### src/sbl_pkg.sv
// Purpose: shared constants and types of the serial boot loader
// Assumes: single clock domain, 16-bit core configuration words
// Notes:   reload arithmetic uses a prescaled 16-bit measuring timer
package sbl_pkg;
	// =====================================================
	// entry configuration forced in boot-loader mode
	localparam logic [15:0] CTX_PTR_BOOT = 16'hFA00;
	localparam logic [15:0] STACK_PTR_BOOT = 16'hFA40;
	localparam logic [15:0] SCON_BOOT = 16'h8011;
	localparam logic [15:0] SYSCFG_BOOT = 16'h0E00;
	localparam logic [15:0] STACK_UNDER_BOOT = 16'hFA40;
	localparam logic [15:0] STACK_OVER_BOOT = 16'hFA0C;
	localparam logic [15:0] CFG_NORMAL = 16'h0000;
	// =====================================================
	// start-up code load
	localparam logic [15:0] LOAD_BASE = 16'hFA40;
	localparam logic [15:0] LOAD_LAST = 16'hFA5F;
	localparam logic [5:0] LOAD_BYTES = 6'h20;
	// =====================================================
	// calibration byte measurement
	localparam logic [15:0] CAL_OFFSET = 16'h0024;
	localparam logic [15:0] CAL_STEP = 16'h0048;
	localparam logic [1:0] PRE_LAST = 2'h3;
	localparam logic [4:0] OVS_ZERO = 5'h00;
	localparam logic [1:0] STRAP_SYNC = 2'h2;
	localparam logic [3:0] RX_STOP = 4'h9;
	localparam logic [3:0] TX_BITS = 4'h9;
	// =====================================================
	// flash window and register port
	localparam logic [7:0] FLASH_SEG0 = 8'h00;
	localparam logic [7:0] FLASH_SEG1 = 8'h01;
	localparam logic [1:0] REG_STATUS = 2'h0;
	localparam logic [1:0] REG_CTRL = 2'h1;
	localparam logic [1:0] REG_BAUD = 2'h2;
	localparam int CTRL_SEG1 = 0;
	localparam int CTRL_SWRST = 1;

	typedef enum logic [3:0] {
		ST_INIT = 4'h0,
		ST_NORMAL = 4'h1,
		ST_WAIT_START = 4'h2,
		ST_MEASURE = 4'h3,
		ST_DIVIDE = 4'h4,
		ST_SEND_ID = 4'h5,
		ST_WAIT_TX = 4'h6,
		ST_LOAD = 4'h7,
		ST_RUN = 4'h8,
		ST_FAIL = 4'h9
	} sbl_state_e;
endpackage

### src/sbl_stream_if.sv
// Purpose: valid/ready byte stream between loader modules
// Assumes: transfer when valid and ready are both high
// Notes:   source holds data stable until taken
`timescale 1ns/1ps
`default_nettype none
interface sbl_stream_if #(parameter int W = 8);
	logic [W-1:0] data;
	logic valid;
	logic ready;
	modport src(output data, output valid, input ready);
	modport snk(input data, input valid, output ready);
endinterface
`default_nettype wire

### src/sbl_boot_loader.sv
// Purpose: serial bootstrap loader core of a 16-bit controller
// Assumes: strap and start-up pins are asynchronous to sys_clk
// Notes:   cpu side reads the forced configuration from outputs
//
// Implementation choices: the address map and the address-and-strobe port.
`timescale 1ns/1ps
`default_nettype none
module sbl_boot_loader
	import sbl_pkg::*;
#(
	parameter logic [7:0] DEVICE_ID = 8'hA5, // arbitrary value
	parameter bit HAS_FLASH = 1'b1 // variant with internal flash
) (
	input wire logic sys_clk, // 25 MHz core clock
	input wire logic resetn, // hardware reset, low
	input wire logic boot_select_strap, // strap pin, low selects loader
	input wire logic external_access_strap, // strap pin, low = external
	input wire logic [15:0] startup_cfg, // start-up config pins
	input wire logic serial_receive_line, // receive pin
	input wire logic [23:0] mem_addr, // cpu access address
	input wire logic mem_fetch, // access is an instruction fetch
	input wire logic ram_wr_ready, // internal ram accepts a byte
	input wire logic [1:0] reg_addr, // register index
	input wire logic [15:0] reg_wdata, // register write data
	input wire logic reg_wr, // register write strobe
	input wire logic reg_rd, // register read strobe
	output logic [15:0] reg_rdata, // read data, cycle after strobe
	output logic serial_transmit_pin, // transmit pin level
	output logic transmit_pin_direction, // transmit pin enable
	output logic transmit_pin_latch, // transmit port latch
	output logic boot_loader_mode, // loader mode active
	output logic watchdog_disable, // watchdog held off
	output logic [15:0] context_pointer, // forced register bank base
	output logic [15:0] stack_pointer, // forced stack pointer
	output logic [15:0] serial_control_register, // serial control
	output logic [15:0] system_config_register, // system config
	output logic [15:0] stack_underflow_limit, // stack underflow limit
	output logic [15:0] stack_overflow_limit, // stack overflow limit
	output logic [15:0] first_bus_config, // first bus config
	output logic [15:0] baud_reload_value, // measured reload
	output logic rx_enable, // serial receiver enabled
	output logic ram_wr_valid, // byte for internal ram
	output logic [15:0] ram_wr_addr, // ram byte address
	output logic [7:0] ram_wr_data, // ram byte
	output logic jump_request, // start loaded code
	output logic [15:0] jump_addr, // start address of loaded code
	output logic sel_boot_rom, // access served by boot rom
	output logic sel_flash, // access served by user flash
	output logic sel_external, // access goes off chip
	output logic sel_undefined // access returns undefined data
);
	// =====================================================
	// pin synchronisers
	logic [17:0] pin_s1, pin_s2;
	logic rx_s1, rx_s2, rx_d;
	logic [1:0] init_cnt;
	logic strap_low, ext_lat;
	logic [15:0] startup_lat;
	sbl_state_e state;
	logic [1:0] pre_cnt;
	logic [15:0] timer, div_rem, div_q;
	logic meas_ovf, overrun, flash_seg1, sw_reset;
	logic [20:0] bit_period;
	logic id_valid;
	logic rx_busy, rx_pend;
	logic [3:0] rx_bit;
	logic [20:0] rx_cnt;
	logic [7:0] rx_shift, rx_byte;
	logic [5:0] load_cnt;
	logic tx_busy;

	always_ff @(posedge sys_clk or negedge resetn) begin
		if (!resetn) begin
			pin_s1 <= '0;
			pin_s2 <= '0;
			rx_s1 <= 1'b1;
			rx_s2 <= 1'b1;
			rx_d <= 1'b1;
		end else begin
			pin_s1 <= {startup_cfg, external_access_strap, boot_select_strap};
			pin_s2 <= pin_s1;
			rx_s1 <= serial_receive_line;
			rx_s2 <= rx_s1;
			rx_d <= rx_s2;
		end
	end

	wire strap_take = (init_cnt == STRAP_SYNC) & (state == ST_INIT);
	wire rx_fall = rx_d & ~rx_s2;
	wire rx_rise = ~rx_d & rx_s2;
	wire enter = strap_take & ~pin_s2[0];
	wire leave = (strap_take & pin_s2[0]) | sw_reset;

	// =====================================================
	// strap capture, after release so no port feeds the reset value
	always_ff @(posedge sys_clk or negedge resetn) begin
		if (!resetn) begin
			init_cnt <= '0;
			strap_low <= 1'b0;
			ext_lat <= 1'b1;
			startup_lat <= '0;
		end else if (state == ST_INIT) begin
			init_cnt <= init_cnt + 2'h1;
			if (strap_take) begin
				strap_low <= ~pin_s2[0];
				ext_lat <= pin_s2[1];
				startup_lat <= pin_s2[17:2];
			end
		end
	end

	// =====================================================
	// register port
	wire wr_ctrl = reg_wr & (reg_addr == REG_CTRL);
	wire [15:0] status_word = {boot_loader_mode, meas_ovf, overrun, rx_enable,
		jump_request, 1'b0, state, load_cnt};
	wire [15:0] rd_mux = (reg_addr == REG_STATUS) ? status_word :
		(reg_addr == REG_CTRL) ? {15'h0000, flash_seg1} :
		(reg_addr == REG_BAUD) ? baud_reload_value : 16'h0000;

	always_ff @(posedge sys_clk or negedge resetn) begin
		if (!resetn) begin
			reg_rdata <= '0;
			flash_seg1 <= 1'b0;
			sw_reset <= 1'b0;
		end else begin
			reg_rdata <= reg_rd ? rd_mux : 16'h0000;
			sw_reset <= wr_ctrl & reg_wdata[CTRL_SWRST];
			if (wr_ctrl) begin
				flash_seg1 <= reg_wdata[CTRL_SEG1];
			end
		end
	end

	// =====================================================
	// loader sequence
	always_ff @(posedge sys_clk or negedge resetn) begin
		if (!resetn) begin
			state <= ST_INIT;
			pre_cnt <= '0;
			timer <= '0;
			div_rem <= '0;
			div_q <= '0;
			meas_ovf <= 1'b0;
			id_valid <= 1'b0;
			jump_request <= 1'b0;
		end else if (leave) begin
			state <= ST_NORMAL;
			id_valid <= 1'b0;
			jump_request <= 1'b0;
		end else begin
			case (state)
				ST_INIT: begin
					if (enter) begin
						state <= ST_WAIT_START;
					end
				end
				ST_WAIT_START: begin
					if (rx_fall) begin
						state <= ST_MEASURE;
						pre_cnt <= '0;
						timer <= '0;
					end
				end
				ST_MEASURE: begin
					pre_cnt <= pre_cnt + 2'h1;
					if (rx_rise) begin
						state <= ST_DIVIDE;
						div_q <= '0;
						div_rem <= (timer > CAL_OFFSET) ? timer - CAL_OFFSET : 16'h0000;
					end else if (pre_cnt == PRE_LAST) begin
						if (timer == 16'hFFFF) begin
							meas_ovf <= 1'b1;
							state <= ST_FAIL;
						end else begin
							timer <= timer + 16'h1;
						end
					end
				end
				ST_DIVIDE: begin
					if (div_rem >= CAL_STEP) begin
						div_rem <= div_rem - CAL_STEP;
						div_q <= div_q + 16'h1;
					end else begin
						state <= ST_SEND_ID;
						id_valid <= 1'b1;
					end
				end
				ST_SEND_ID: begin
					if (!tx_busy) begin
						id_valid <= 1'b0;
						state <= ST_WAIT_TX;
					end
				end
				ST_WAIT_TX: begin
					if (!tx_busy && !id_valid) begin
						state <= ST_LOAD;
					end
				end
				ST_LOAD: begin
					if (load_cnt == LOAD_BYTES && !ram_wr_valid) begin
						state <= ST_RUN;
						jump_request <= 1'b1;
					end
				end
				default: begin
				end
			endcase
		end
	end

	// =====================================================
	// forced configuration and baud outputs
	always_ff @(posedge sys_clk or negedge resetn) begin
		if (!resetn) begin
			boot_loader_mode <= 1'b0;
			watchdog_disable <= 1'b0;
			context_pointer <= CFG_NORMAL;
			stack_pointer <= CFG_NORMAL;
			serial_control_register <= CFG_NORMAL;
			system_config_register <= CFG_NORMAL;
			stack_underflow_limit <= CFG_NORMAL;
			stack_overflow_limit <= CFG_NORMAL;
			first_bus_config <= CFG_NORMAL;
			baud_reload_value <= '0;
			bit_period <= '0;
			transmit_pin_latch <= 1'b0;
			transmit_pin_direction <= 1'b0;
			rx_enable <= 1'b0;
			jump_addr <= '0;
		end else begin
			watchdog_disable <= boot_loader_mode;
			if (enter) begin
				boot_loader_mode <= 1'b1;
				context_pointer <= CTX_PTR_BOOT;
				stack_pointer <= STACK_PTR_BOOT;
				serial_control_register <= SCON_BOOT;
				system_config_register <= SYSCFG_BOOT;
				stack_underflow_limit <= STACK_UNDER_BOOT;
				stack_overflow_limit <= STACK_OVER_BOOT;
				first_bus_config <= pin_s2[17:2];
				jump_addr <= LOAD_BASE;
			end else if (leave) begin
				boot_loader_mode <= 1'b0;
				transmit_pin_latch <= 1'b0;
				transmit_pin_direction <= 1'b0;
				rx_enable <= 1'b0;
				// latch is still being loaded in the strap cycle itself
				first_bus_config <= strap_take ? pin_s2[17:2] : startup_lat;
			end else if (state == ST_DIVIDE && div_rem < CAL_STEP) begin
				baud_reload_value <= div_q;
				bit_period <= {16'(div_q + 16'h1), OVS_ZERO};
				transmit_pin_latch <= 1'b1;
				transmit_pin_direction <= 1'b1;
			end else if (state == ST_WAIT_TX && !tx_busy && !id_valid) begin
				rx_enable <= 1'b1;
			end
		end
	end

	// =====================================================
	// receiver: samples mid-bit at the measured rate
	wire rx_done = rx_busy & (rx_cnt == '0) & (rx_bit == RX_STOP);
	always_ff @(posedge sys_clk or negedge resetn) begin
		if (!resetn) begin
			rx_busy <= 1'b0;
			rx_bit <= '0;
			rx_cnt <= '0;
			rx_shift <= '0;
		end else if (!rx_busy) begin
			if (rx_enable && rx_fall && state == ST_LOAD) begin
				rx_busy <= 1'b1;
				rx_bit <= '0;
				rx_cnt <= {1'b0, bit_period[20:1]};
			end
		end else if (rx_cnt != '0) begin
			rx_cnt <= rx_cnt - 21'h1;
		end else begin
			rx_cnt <= bit_period - 21'h1;
			rx_bit <= rx_bit + 4'h1;
			if (rx_bit == '0 && rx_s2) begin
				rx_busy <= 1'b0; // false start, glitch
			end else if (rx_bit == RX_STOP) begin
				rx_busy <= 1'b0;
			end else if (rx_bit != '0) begin
				rx_shift <= {rx_s2, rx_shift[7:1]};
			end
		end
	end

	// =====================================================
	// byte path into internal ram
	sbl_stream_if #(.W(8)) rx_st();
	sbl_stream_if #(.W(8)) ram_st();
	sbl_stream_if #(.W(8)) tx_st();

	assign rx_st.valid = rx_pend;
	assign rx_st.data = rx_byte;
	assign ram_st.ready = ram_wr_ready;
	assign ram_wr_valid = ram_st.valid;
	assign ram_wr_data = ram_st.data;
	assign tx_st.valid = id_valid;
	assign tx_st.data = DEVICE_ID;

	// pending byte waits for buffer room; line itself cannot stall
	wire rx_take = rx_pend & rx_st.ready;
	wire room = load_cnt != LOAD_BYTES;
	always_ff @(posedge sys_clk or negedge resetn) begin
		if (!resetn) begin
			rx_pend <= 1'b0;
			rx_byte <= '0;
			overrun <= 1'b0;
			load_cnt <= '0;
			ram_wr_addr <= LOAD_BASE;
		end else begin
			if (rx_done && room && (!rx_pend || rx_take)) begin
				rx_pend <= 1'b1;
				rx_byte <= rx_shift;
			end else if (rx_take) begin
				rx_pend <= 1'b0;
			end
			if (rx_done && rx_pend && !rx_take) begin
				overrun <= 1'b1;
			end
			if (rx_take) begin
				load_cnt <= load_cnt + 6'h01;
			end
			if (ram_st.valid && ram_wr_ready && ram_wr_addr != LOAD_LAST) begin
				ram_wr_addr <= ram_wr_addr + 16'h0001;
			end
		end
	end

	sbl_skid_buf #(.W(8)) u_buf (
		.sys_clk(sys_clk),
		.resetn(resetn),
		.in_s(rx_st),
		.out_s(ram_st)
	);

	sbl_uart_tx u_tx (
		.sys_clk(sys_clk),
		.resetn(resetn),
		.bit_period(bit_period),
		.tx_s(tx_st),
		.tx_line(serial_transmit_pin),
		.busy(tx_busy)
	);

	// =====================================================
	// memory routing of the flash window
	wire [7:0] flash_seg = flash_seg1 ? FLASH_SEG1 : FLASH_SEG0;
	wire in_flash = (mem_addr[23:16] == flash_seg) & ~mem_addr[15];
	wire to_rom = boot_loader_mode & in_flash & mem_fetch;
	wire to_undef = boot_loader_mode & in_flash & ~mem_fetch & ~HAS_FLASH;
	wire to_ext = in_flash & ~boot_loader_mode & ~ext_lat;
	always_ff @(posedge sys_clk or negedge resetn) begin
		if (!resetn) begin
			sel_boot_rom <= 1'b0;
			sel_flash <= 1'b0;
			sel_external <= 1'b0;
			sel_undefined <= 1'b0;
		end else begin
			sel_boot_rom <= to_rom;
			sel_undefined <= to_undef;
			sel_external <= to_ext;
			sel_flash <= in_flash & ~to_rom & ~to_undef & ~to_ext;
		end
	end
endmodule
`default_nettype wire

### src/sbl_skid_buf.sv
// Purpose: two-entry buffer in the received-byte path
// Assumes: sink may stall for any time
// Notes:   ready drops only when both entries are full
`timescale 1ns/1ps
`default_nettype none
module sbl_skid_buf
	import sbl_pkg::*;
#(
	parameter int W = 8
) (
	input wire logic sys_clk, // core clock
	input wire logic resetn, // async reset, low
	sbl_stream_if.snk in_s, // from receiver
	sbl_stream_if.src out_s // towards ram port
);
	logic [W-1:0] d0, d1;
	logic vld0, vld1;
	wire push = in_s.valid & in_s.ready;
	wire pop = vld0 & out_s.ready;

	assign in_s.ready = ~vld1;
	assign out_s.valid = vld0;
	assign out_s.data = d0;

	always_ff @(posedge sys_clk or negedge resetn) begin
		if (!resetn) begin
			d0 <= '0;
			d1 <= '0;
			vld0 <= 1'b0;
			vld1 <= 1'b0;
		end else if (pop) begin
			if (vld1) begin
				d0 <= d1;
				vld1 <= 1'b0;
			end else begin
				d0 <= in_s.data;
				vld0 <= push;
			end
		end else if (push) begin
			if (!vld0) begin
				d0 <= in_s.data;
				vld0 <= 1'b1;
			end else begin
				d1 <= in_s.data;
				vld1 <= 1'b1;
			end
		end
	end
endmodule
`default_nettype wire

### src/sbl_uart_tx.sv
// Purpose: 8N1 transmitter with a runtime bit period
// Assumes: bit period stable while a byte is sent
// Notes:   line idles high, start bit driven on accept
`timescale 1ns/1ps
`default_nettype none
module sbl_uart_tx
	import sbl_pkg::*;
(
	input wire logic sys_clk, // core clock
	input wire logic resetn, // async reset, low
	input wire logic [20:0] bit_period, // clocks per bit
	sbl_stream_if.snk tx_s, // byte to send
	output logic tx_line, // serial output level
	output logic busy // byte in flight
);
	logic [8:0] shift;
	logic [3:0] bits;
	logic [20:0] cnt;

	assign tx_s.ready = ~busy;

	always_ff @(posedge sys_clk or negedge resetn) begin
		if (!resetn) begin
			tx_line <= 1'b1;
			busy <= 1'b0;
			shift <= '0;
			bits <= '0;
			cnt <= '0;
		end else if (!busy) begin
			if (tx_s.valid) begin
				tx_line <= 1'b0;
				shift <= {1'b1, tx_s.data};
				bits <= TX_BITS;
				busy <= 1'b1;
				cnt <= bit_period - 21'h1;
			end
		end else if (cnt != '0) begin
			cnt <= cnt - 21'h1;
		end else if (bits != '0) begin
			tx_line <= shift[0];
			shift <= {1'b0, shift[8:1]};
			bits <= bits - 4'h1;
			cnt <= bit_period - 21'h1;
		end else begin
			busy <= 1'b0;
		end
	end
endmodule
`default_nettype wire

### config.mk
export PLATFORM = sky130hd
export DESIGN_NAME = sbl_boot_loader
export DESIGN_NICKNAME = d
export VERILOG_FILES = /design/src/sbl_pkg.sv /design/src/sbl_stream_if.sv /design/src/sbl_boot_loader.sv /design/src/sbl_skid_buf.sv /design/src/sbl_uart_tx.sv
export SDC_FILE = /design/constraint.sdc
export NUM_CORES = 1
export LEC_CHECK = 0
export ABC_AREA = 1
export BUFFER_PORTS_ARGS = -buffer_cell sky130_fd_sc_hd__buf_2
export CORE_ASPECT_RATIO = 0.9
export CORE_UTILIZATION = 59
export CTS_BUF_LIST = sky130_fd_sc_hd__clkbuf_2 sky130_fd_sc_hd__clkbuf_4 sky130_fd_sc_hd__clkbuf_8
export CTS_CLUSTER_SIZE = 25
export DETAILED_ROUTE_END_ITERATION = 16
export GPL_TIMING_DRIVEN = 0
export PLACE_DENSITY_LB_ADDON = 0.08
export REMOVE_ABC_BUFFERS = 1
export SYNTH_ARGS = -nofsm -noshare
export SYNTH_HDL_FRONTEND = slang
export SYNTH_SLANG_ARGS = --single-unit
### constraint.sdc
create_clock -name sys_clk -period 2.05 [get_ports sys_clk]
set_input_delay 0.205 -clock sys_clk [delete_from_list [all_inputs] [get_ports sys_clk]]
set_output_delay 0.205 -clock sys_clk [all_outputs]
set_load 0.01 [all_outputs]
# --- Word level (Yosys, flattened, before mapping) ---
# Index checks and enable logic that the tools add are counted.
totals:
  latchBits: 0
  mem_bits_ro: 0
  n_memories: 0
  wordCells: 290
  register_bits: 312
  out_inout_bits: 196
  ram_bits: 0
classes:
  shifts: 0
  bitwise_logic: 35
  eq_ne: 37
  multipliers: 0
  mux: 90
  add_sub_neg: 13
  n_reduce_logical: 61
  magnitude_cmp: 3
  div: 0
op_table:
  columns: ["cell", "n"]
  rows:
  - ["16-bit two-way mux", 16]
  - ["21-bit two-way mux", 7]
  - ["16-bit one-hot mux with 2 select lines", 3]
  - ["4-bit two-way mux", 17]
  - ["21-bit by 1-bit subtractor with 21-bit output, second input constant", 3]
  - ["16-bit by 1-bit adder with 16-bit output, second input constant", 3]
  - ["21-bit nonzero test", 2]
  - ["9-bit two-way mux", 4]
  - ["1-bit two-way mux", 35]
  - ["8-bit two-way mux", 4]
  - ["4-bit one-hot mux with 7 select lines", 1]
  - ["2-bit != test, second input constant", 12]
  - ["2-bit nonzero test", 12]
  - ["21-bit logical NOT", 1]
  - ["3-bit != test, second input constant", 7]
  - ["1-bit AND", 18]
  - ["3-bit AND reduction", 6]
  - ["16-bit == test, second input constant", 1]
  - ["4-bit by 3-bit == test with 1-bit output, second input constant", 4]
  - ["16-bit by 7-bit greater-or-equal comparator with 1-bit output, second input constant", 1]
  - ["16-bit by 6-bit > comparator with 1-bit output, second input constant", 1]
  - ["16-bit by 7-bit < comparator with 1-bit output, second input constant", 1]
  - ["16-bit != test, second input constant", 1]
  - ["1-bit NOT", 16]
  - ["other kinds (31)", 63]

# --- Longest topological paths before layout ---
depth:
  word_depth: 8
  mapped_depth: 13
  mapped_depth_nobuf: 13

# --- Modules after synthesis ---
# From an unflattened synthesis, not the netlist that was laid out.
unflattened:
  hier_cells: 2182
  area_unflattened_um2: 17250.3
by_module_without_submodules:
  columns: ["mod", "cells_per_inst", "seq_area_each_um2", "area_per_inst_um2", "n_inst"]
  rows:
  - ["sbl_boot_loader", 1646, 6319.8, 13441.6, 1]
  - ["sbl_uart_tx", 429, 902.1, 2835.2, 1]
  - ["sbl_skid_buf", 107, 450.4, 973.4, 1]

# --- Worst setup path after synthesis ---
# No wires, ideal clock.
synth_path:
  path_kind: "flip-flop to flip-flop"
  startpoint: "register timer[2]"
  endpoint: "register div_rem[12]"
  path_buffers: 1
  t_arrival_ps: 1685
  period_less_slack_ps: 1811
  path_stages_with_launch: 13
  path_slack_ps: 239
  setup_ps: 126
  t_required_ps: 1924
  path_cell_list: "dfrtp_1 -> inv_1 -> ha_1 -> inv_1 -> o21ai_0 -> nand2_1 -> nand2_1 -> nand2_1 -> nand2_1 -> buf_4 -> o21ai_0 -> nand2_1 -> o21ai_0"
synth_via:
  elab_chain_len: 4
  elab_cells_between_ends: 5
  classes_between: "add/sub: 1; order compare: 1; mux: 3"
synth_rtl:
  columns: ["item", "line_no", "source"]
  rows:
  - ["from (decl)", "sbl_boot_loader.sv:61", "logic [15:0] timer, div_rem, div_q;"]
  - ["from (signal assigned)", "sbl_boot_loader.sv:176", "timer <= timer + 16'h1;"]
  - ["16-bit by 6-bit subtractor with 16-bit output / 16-bit by 6-bit > comparator with 1-bit output (equally long branches)", "sbl_boot_loader.sv:170", "div_rem <= (timer > CAL_OFFSET) ? timer - CAL_OFFSET : 16'h0000;"]
  - ["16-bit two-way mux *", "sbl_boot_loader.sv:170", null]
  - ["16-bit two-way mux *", "sbl_boot_loader.sv:167", "if (rx_rise) begin"]
  - ["16-bit one-hot mux with 2 select lines *", "sbl_boot_loader.sv:152", "case (state)"]
  - ["to (signal assigned)", "sbl_boot_loader.sv:170", null]
  - ["to (signal assigned)", "sbl_boot_loader.sv:182", "div_rem <= div_rem - CAL_STEP;"]
  - ["to (decl)", "sbl_boot_loader.sv:61", null]
# Mark *: on every way between the ends. The rest lies on a longest branch, timed or not. The select of a mux whose other input is x is not followed.
# A chain may end at the register's enable or synchronous reset.

# --- Final worst setup path ---
layout_path:
  startpoint: "register bit_period[5]"
  endpoint: "register rx_cnt[19]"
layout_via:
  elab_chain_len: 3
layout_rtl:
  columns: ["item", "line_no", "source"]
  rows:
  - ["from (decl)", "sbl_boot_loader.sv:63", "logic [20:0] bit_period;"]
  - ["from (signal assigned)", "sbl_boot_loader.sv:252", "bit_period <= {16'(div_q + 16'h1), OVS_ZERO};"]
  - ["21-bit by 1-bit subtractor with 21-bit output", "sbl_boot_loader.sv:279", "rx_cnt <= bit_period - 21'h1;"]
  - ["21-bit two-way mux", "sbl_boot_loader.sv:276", "end else if (rx_cnt != '0) begin"]
  - ["21-bit two-way mux", "sbl_boot_loader.sv:270", "end else if (!rx_busy) begin"]
  - ["to (signal assigned)", "sbl_boot_loader.sv:274", "rx_cnt <= {1'b0, bit_period[20:1]};"]
  - ["to (signal assigned)", "sbl_boot_loader.sv:277", "rx_cnt <= rx_cnt - 21'h1;"]
  - ["to (signal assigned)", "sbl_boot_loader.sv:279", null]
  - ["to (decl)", "sbl_boot_loader.sv:67", "logic [20:0] rx_cnt;"]
# No other way between the ends.

==> flow_summary.json <==
{
  "outcome": "completed",
  "vias_per_cell": 5.26,
  "dieHeight_um": 159,
  "finalSetupViolCount": 0,
  "final_common_cell": "nand2_1",
  "yosys_warnings": 0,
  "grt-ovfl-total": 0,
  "endpoint_kind": "register",
  "r2r_setup_slack_ns": 0.11,
  "synthFlopType": "dfrtp_1",
  "crit_path_end": "rx_cnt[19]",
  "syn_to_final_growth_pct": 15.1,
  "root_buffer": "clkbuf_8",
  "p_sw_frac": 0.401,
  "synth_seq_cells": 306,
  "share_seq_of_total_power": 0.351,
  "place_ws_ns": -1.02,
  "layoutNonFillerInstCount": 2545,
  "die_w_um": 177,
  "crit_arrival_ns": 2.40,
  "slew_headroom": 0.0884,
  "rr_startpoint": "bit_period[5]",
  "yosys-top-cells-area": "dfrtp_1, nand2_1, buf_4",
  "synth_cells": 1970,
  "dr.pass1.iters": 6,
  "fmax_mhz": 516,
  "wl_per_cell_um": 15.3,
  "p_comb_frac": 0.384,
  "start_kind": "register",
  "slew_viol_final": 0,
  "initial_core_util": 0.600,
  "clkPwrFrac": 0.265,
  "period_needed_ns": 1.94,
  "n_antenna_cell": 0,
  "synth_area_sq_um": 16200,
  "dr_total_vias": 13400,
  "drt_iter0_markers": 1220,
  "nets": 2239,
  "hpwlAfterDp_mm": 26.6,
  "grt_pass1_vias": 12700,
  "power_density_nw_per_um2": 1240,
  "dieArea_sq_um": 28100,
  "ir_drop_uv": 743,
  "insertion_delay_ns": 0.58,
  "setup_ws_ns": 0.111,
  "core-area_sq_um": 27000,
  "path_common_cell": "nand2_1",
  "cts_sinks": 306,
  "switching_power_mw": 9.24,
  "ant_nets": 0,
  "tritoncts": "done",
  "cts_buffer_depth": 3,
  "synth.top_cell.area_share": 0.455,
  "avgSynthCellArea_sq_um": 8.21,
  "synth_top_cell_by_area": "dfrtp_1",
  "grt_pass1_wl_mm": 63.7,
  "cp_max_fo": 4,
  "power.internal_mw": 13.8,
  "placementRows": 57,
  "final_cell_mix": "nand2_1, dfrtp_1, inv_1",
  "timing.final.crit_share": 0.946,
  "portBuffers": 161,
  "place_inst": 2394,
  "skew_ns": 0.0199,
  "critPathLaunch": "bit_period[5]",
  "drive_gt1_frac": 0.194,
  "path_class": "reg2reg",
  "cts_inserted_buffers": 49,
  "synth_edf_count": 0,
  "routabilityCongestion": 0.928,
  "antenna_found_initial": 0,
  "tightest_slew_ns": 1.36,
  "grt_max_degree": 94,
  "wirelength_mm": 38.9,
  "clk_pin_slew_worst_paths_ns": 0.07,
  "cp_cell_sequence": "inv_1, ha_1, nand2_1, nor2_4, nand2_1, o21ai_0, nand3_1, nand3_1, nand2_1",
  "io_pins": 263,
  "drc": 0,
  "leakage_nw": 9.24,
  "cp_slowest_cell": "dfrtp_1",
  "ys_seq_area_frac": 0.474,
  "synth-async-reset-ratio": 1.00,
  "worstReg2RegEnd": "rx_cnt[19]",
  "worstHoldPathType": "in2async",
  "htreeDepth": 2,
  "track_usage": 0.281,
  "max-cap-violations": 0,
  "ys_types": 55,
  "cp.required_ns": 2.51,
  "hold_viol_final": 0,
  "r2r_cells": 9,
  "max_stage_delay_ns": 0.48,
  "rsz0062_at_grt": "yes"
}
## layout make-up
| class | count | area [sq um] |
|---|---|---|
| Sequential cell | 306 | 7680 |
| Clock buffer | 70 | 857 |
| Clock inverter | 20 | 288 |
| Tap cell | 354 | 443 |
| Timing Repair inverter | 1 | 7.51 |
| Timing Repair Buffer | 220 | 1430 |
| Fill cell | 2194 | 8350 |
| Inverter | 200 | 793 |
| Multi-Input combinational cell | 1374 | 7110 |
## worst min-delay path by stage
stage,end,depth (start not counted),from
after floorplan,baud_reload_value[0],0,resetn
after global placement,rx_s1,1,serial_receive_line
after detailed placement,first_bus_config[14],1,resetn
after CTS,first_bus_config[14],2,resetn
after global routing,reg_rdata[0],5,reg_addr[0]
final,first_bus_config[14],2,resetn
## metrics by stage
step	TNS, ns	hold slack [ns]	total power [mW]	util	cell area (sq um)
finish	0	0.124	23.0	0.690	18600
global route	-0.0410	0.138	24.6	0.690	18600
CTS	0	0.0994	22.7	0.680	18300
detailed placement	-66.49	0.126	16.1	0.616	16600
global placement	-1564.38	0.311	15.9	0.613	16500
floorplan	-40.70	-0.0906	13.6	-	15300
## timing repair
item,in CTS,in global routing
pin swaps,8,7
hold endpoints to repair,238,0
endpoints found under the setup margin,173,182
hold buffers,31,0
setup buffers,16,9
gates cloned,3,2
gates resized for setup,32,46
## cells by family after synthesis
group | synth area share
adder cells (fa/ha/maj) | 0.0155
other | 0.000232
AND/OR/NAND/NOR | 0.246
AO/OA/AOI/OAI | 0.0923
XOR/XNOR | 0.0471
buffers and inverters | 0.119
flip-flops | 0.474
multiplexers | 0.00627
## cell usage after synthesis, types with 22 or more instances
master,instances
nand2_1,513
dfrtp_1,294
inv_1,186
nor2_1,184
nand3_1,147
o21ai_0,125
buf_4,119
xor2_1,72
a21oi_1,28
a31oi_1,25
nor3_1,24
o21ai_2,22
## critical path: cells and delay by family, from the launching register on
kind | cells | cell delay, ns
simple gates | 6 | 0.73
flops | 1 | 0.48
fa+ha+maj | 1 | 0.23
compound gates | 1 | 0.23
buf+inv | 1 | 0.17
## power groups by stage
stage	Sequential (mW)	Clock [mW]	Combinational [mW]
2_1_floorplan	8.27	0	5.32
3_3_place_gp	8.07	0	7.80
3_5_place_dp	8.12	0	8.00
4_1_cts	8.05	6.22	8.41
5_1_grt	8.22	6.50	9.87
6_report	8.08	6.11	8.83
## flip-flops by register name, indices dropped and copies added (netlist names), 6 cells and up
| register | flops |
|---|---|
| first_bus_config | 16 |
| u_tx.cnt | 21 |
| div_rem | 13 |
| startup_lat | 16 |
| baud_reload_value | 16 |
| bit_period | 16 |
| pin_s2 | 18 |
| u_buf.d1 | 8 |
| u_buf.out_s.data | 8 |
| rx_byte | 8 |
| pin_s1 | 18 |
| rx_shift | 8 |
| div_q | 16 |
| rx_cnt | 21 |
| ram_wr_addr | 16 |
| u_tx.shift | 9 |
| load_cnt | 6 |
| timer | 16 |
| reg_rdata | 16 |
## routing by layer
layer	wire, um	vias to the layer above	share of wire	track usage
li1	-	6508	-	-
met1	17600	6330	0.45	0.407
met2	17900	475	0.46	0.443
met3	2590	69	0.067	0.0425
met4	821	0	0.021	0.0741
met5	0	-	0	0
Note: power is estimated with default switching activity, not from simulation.
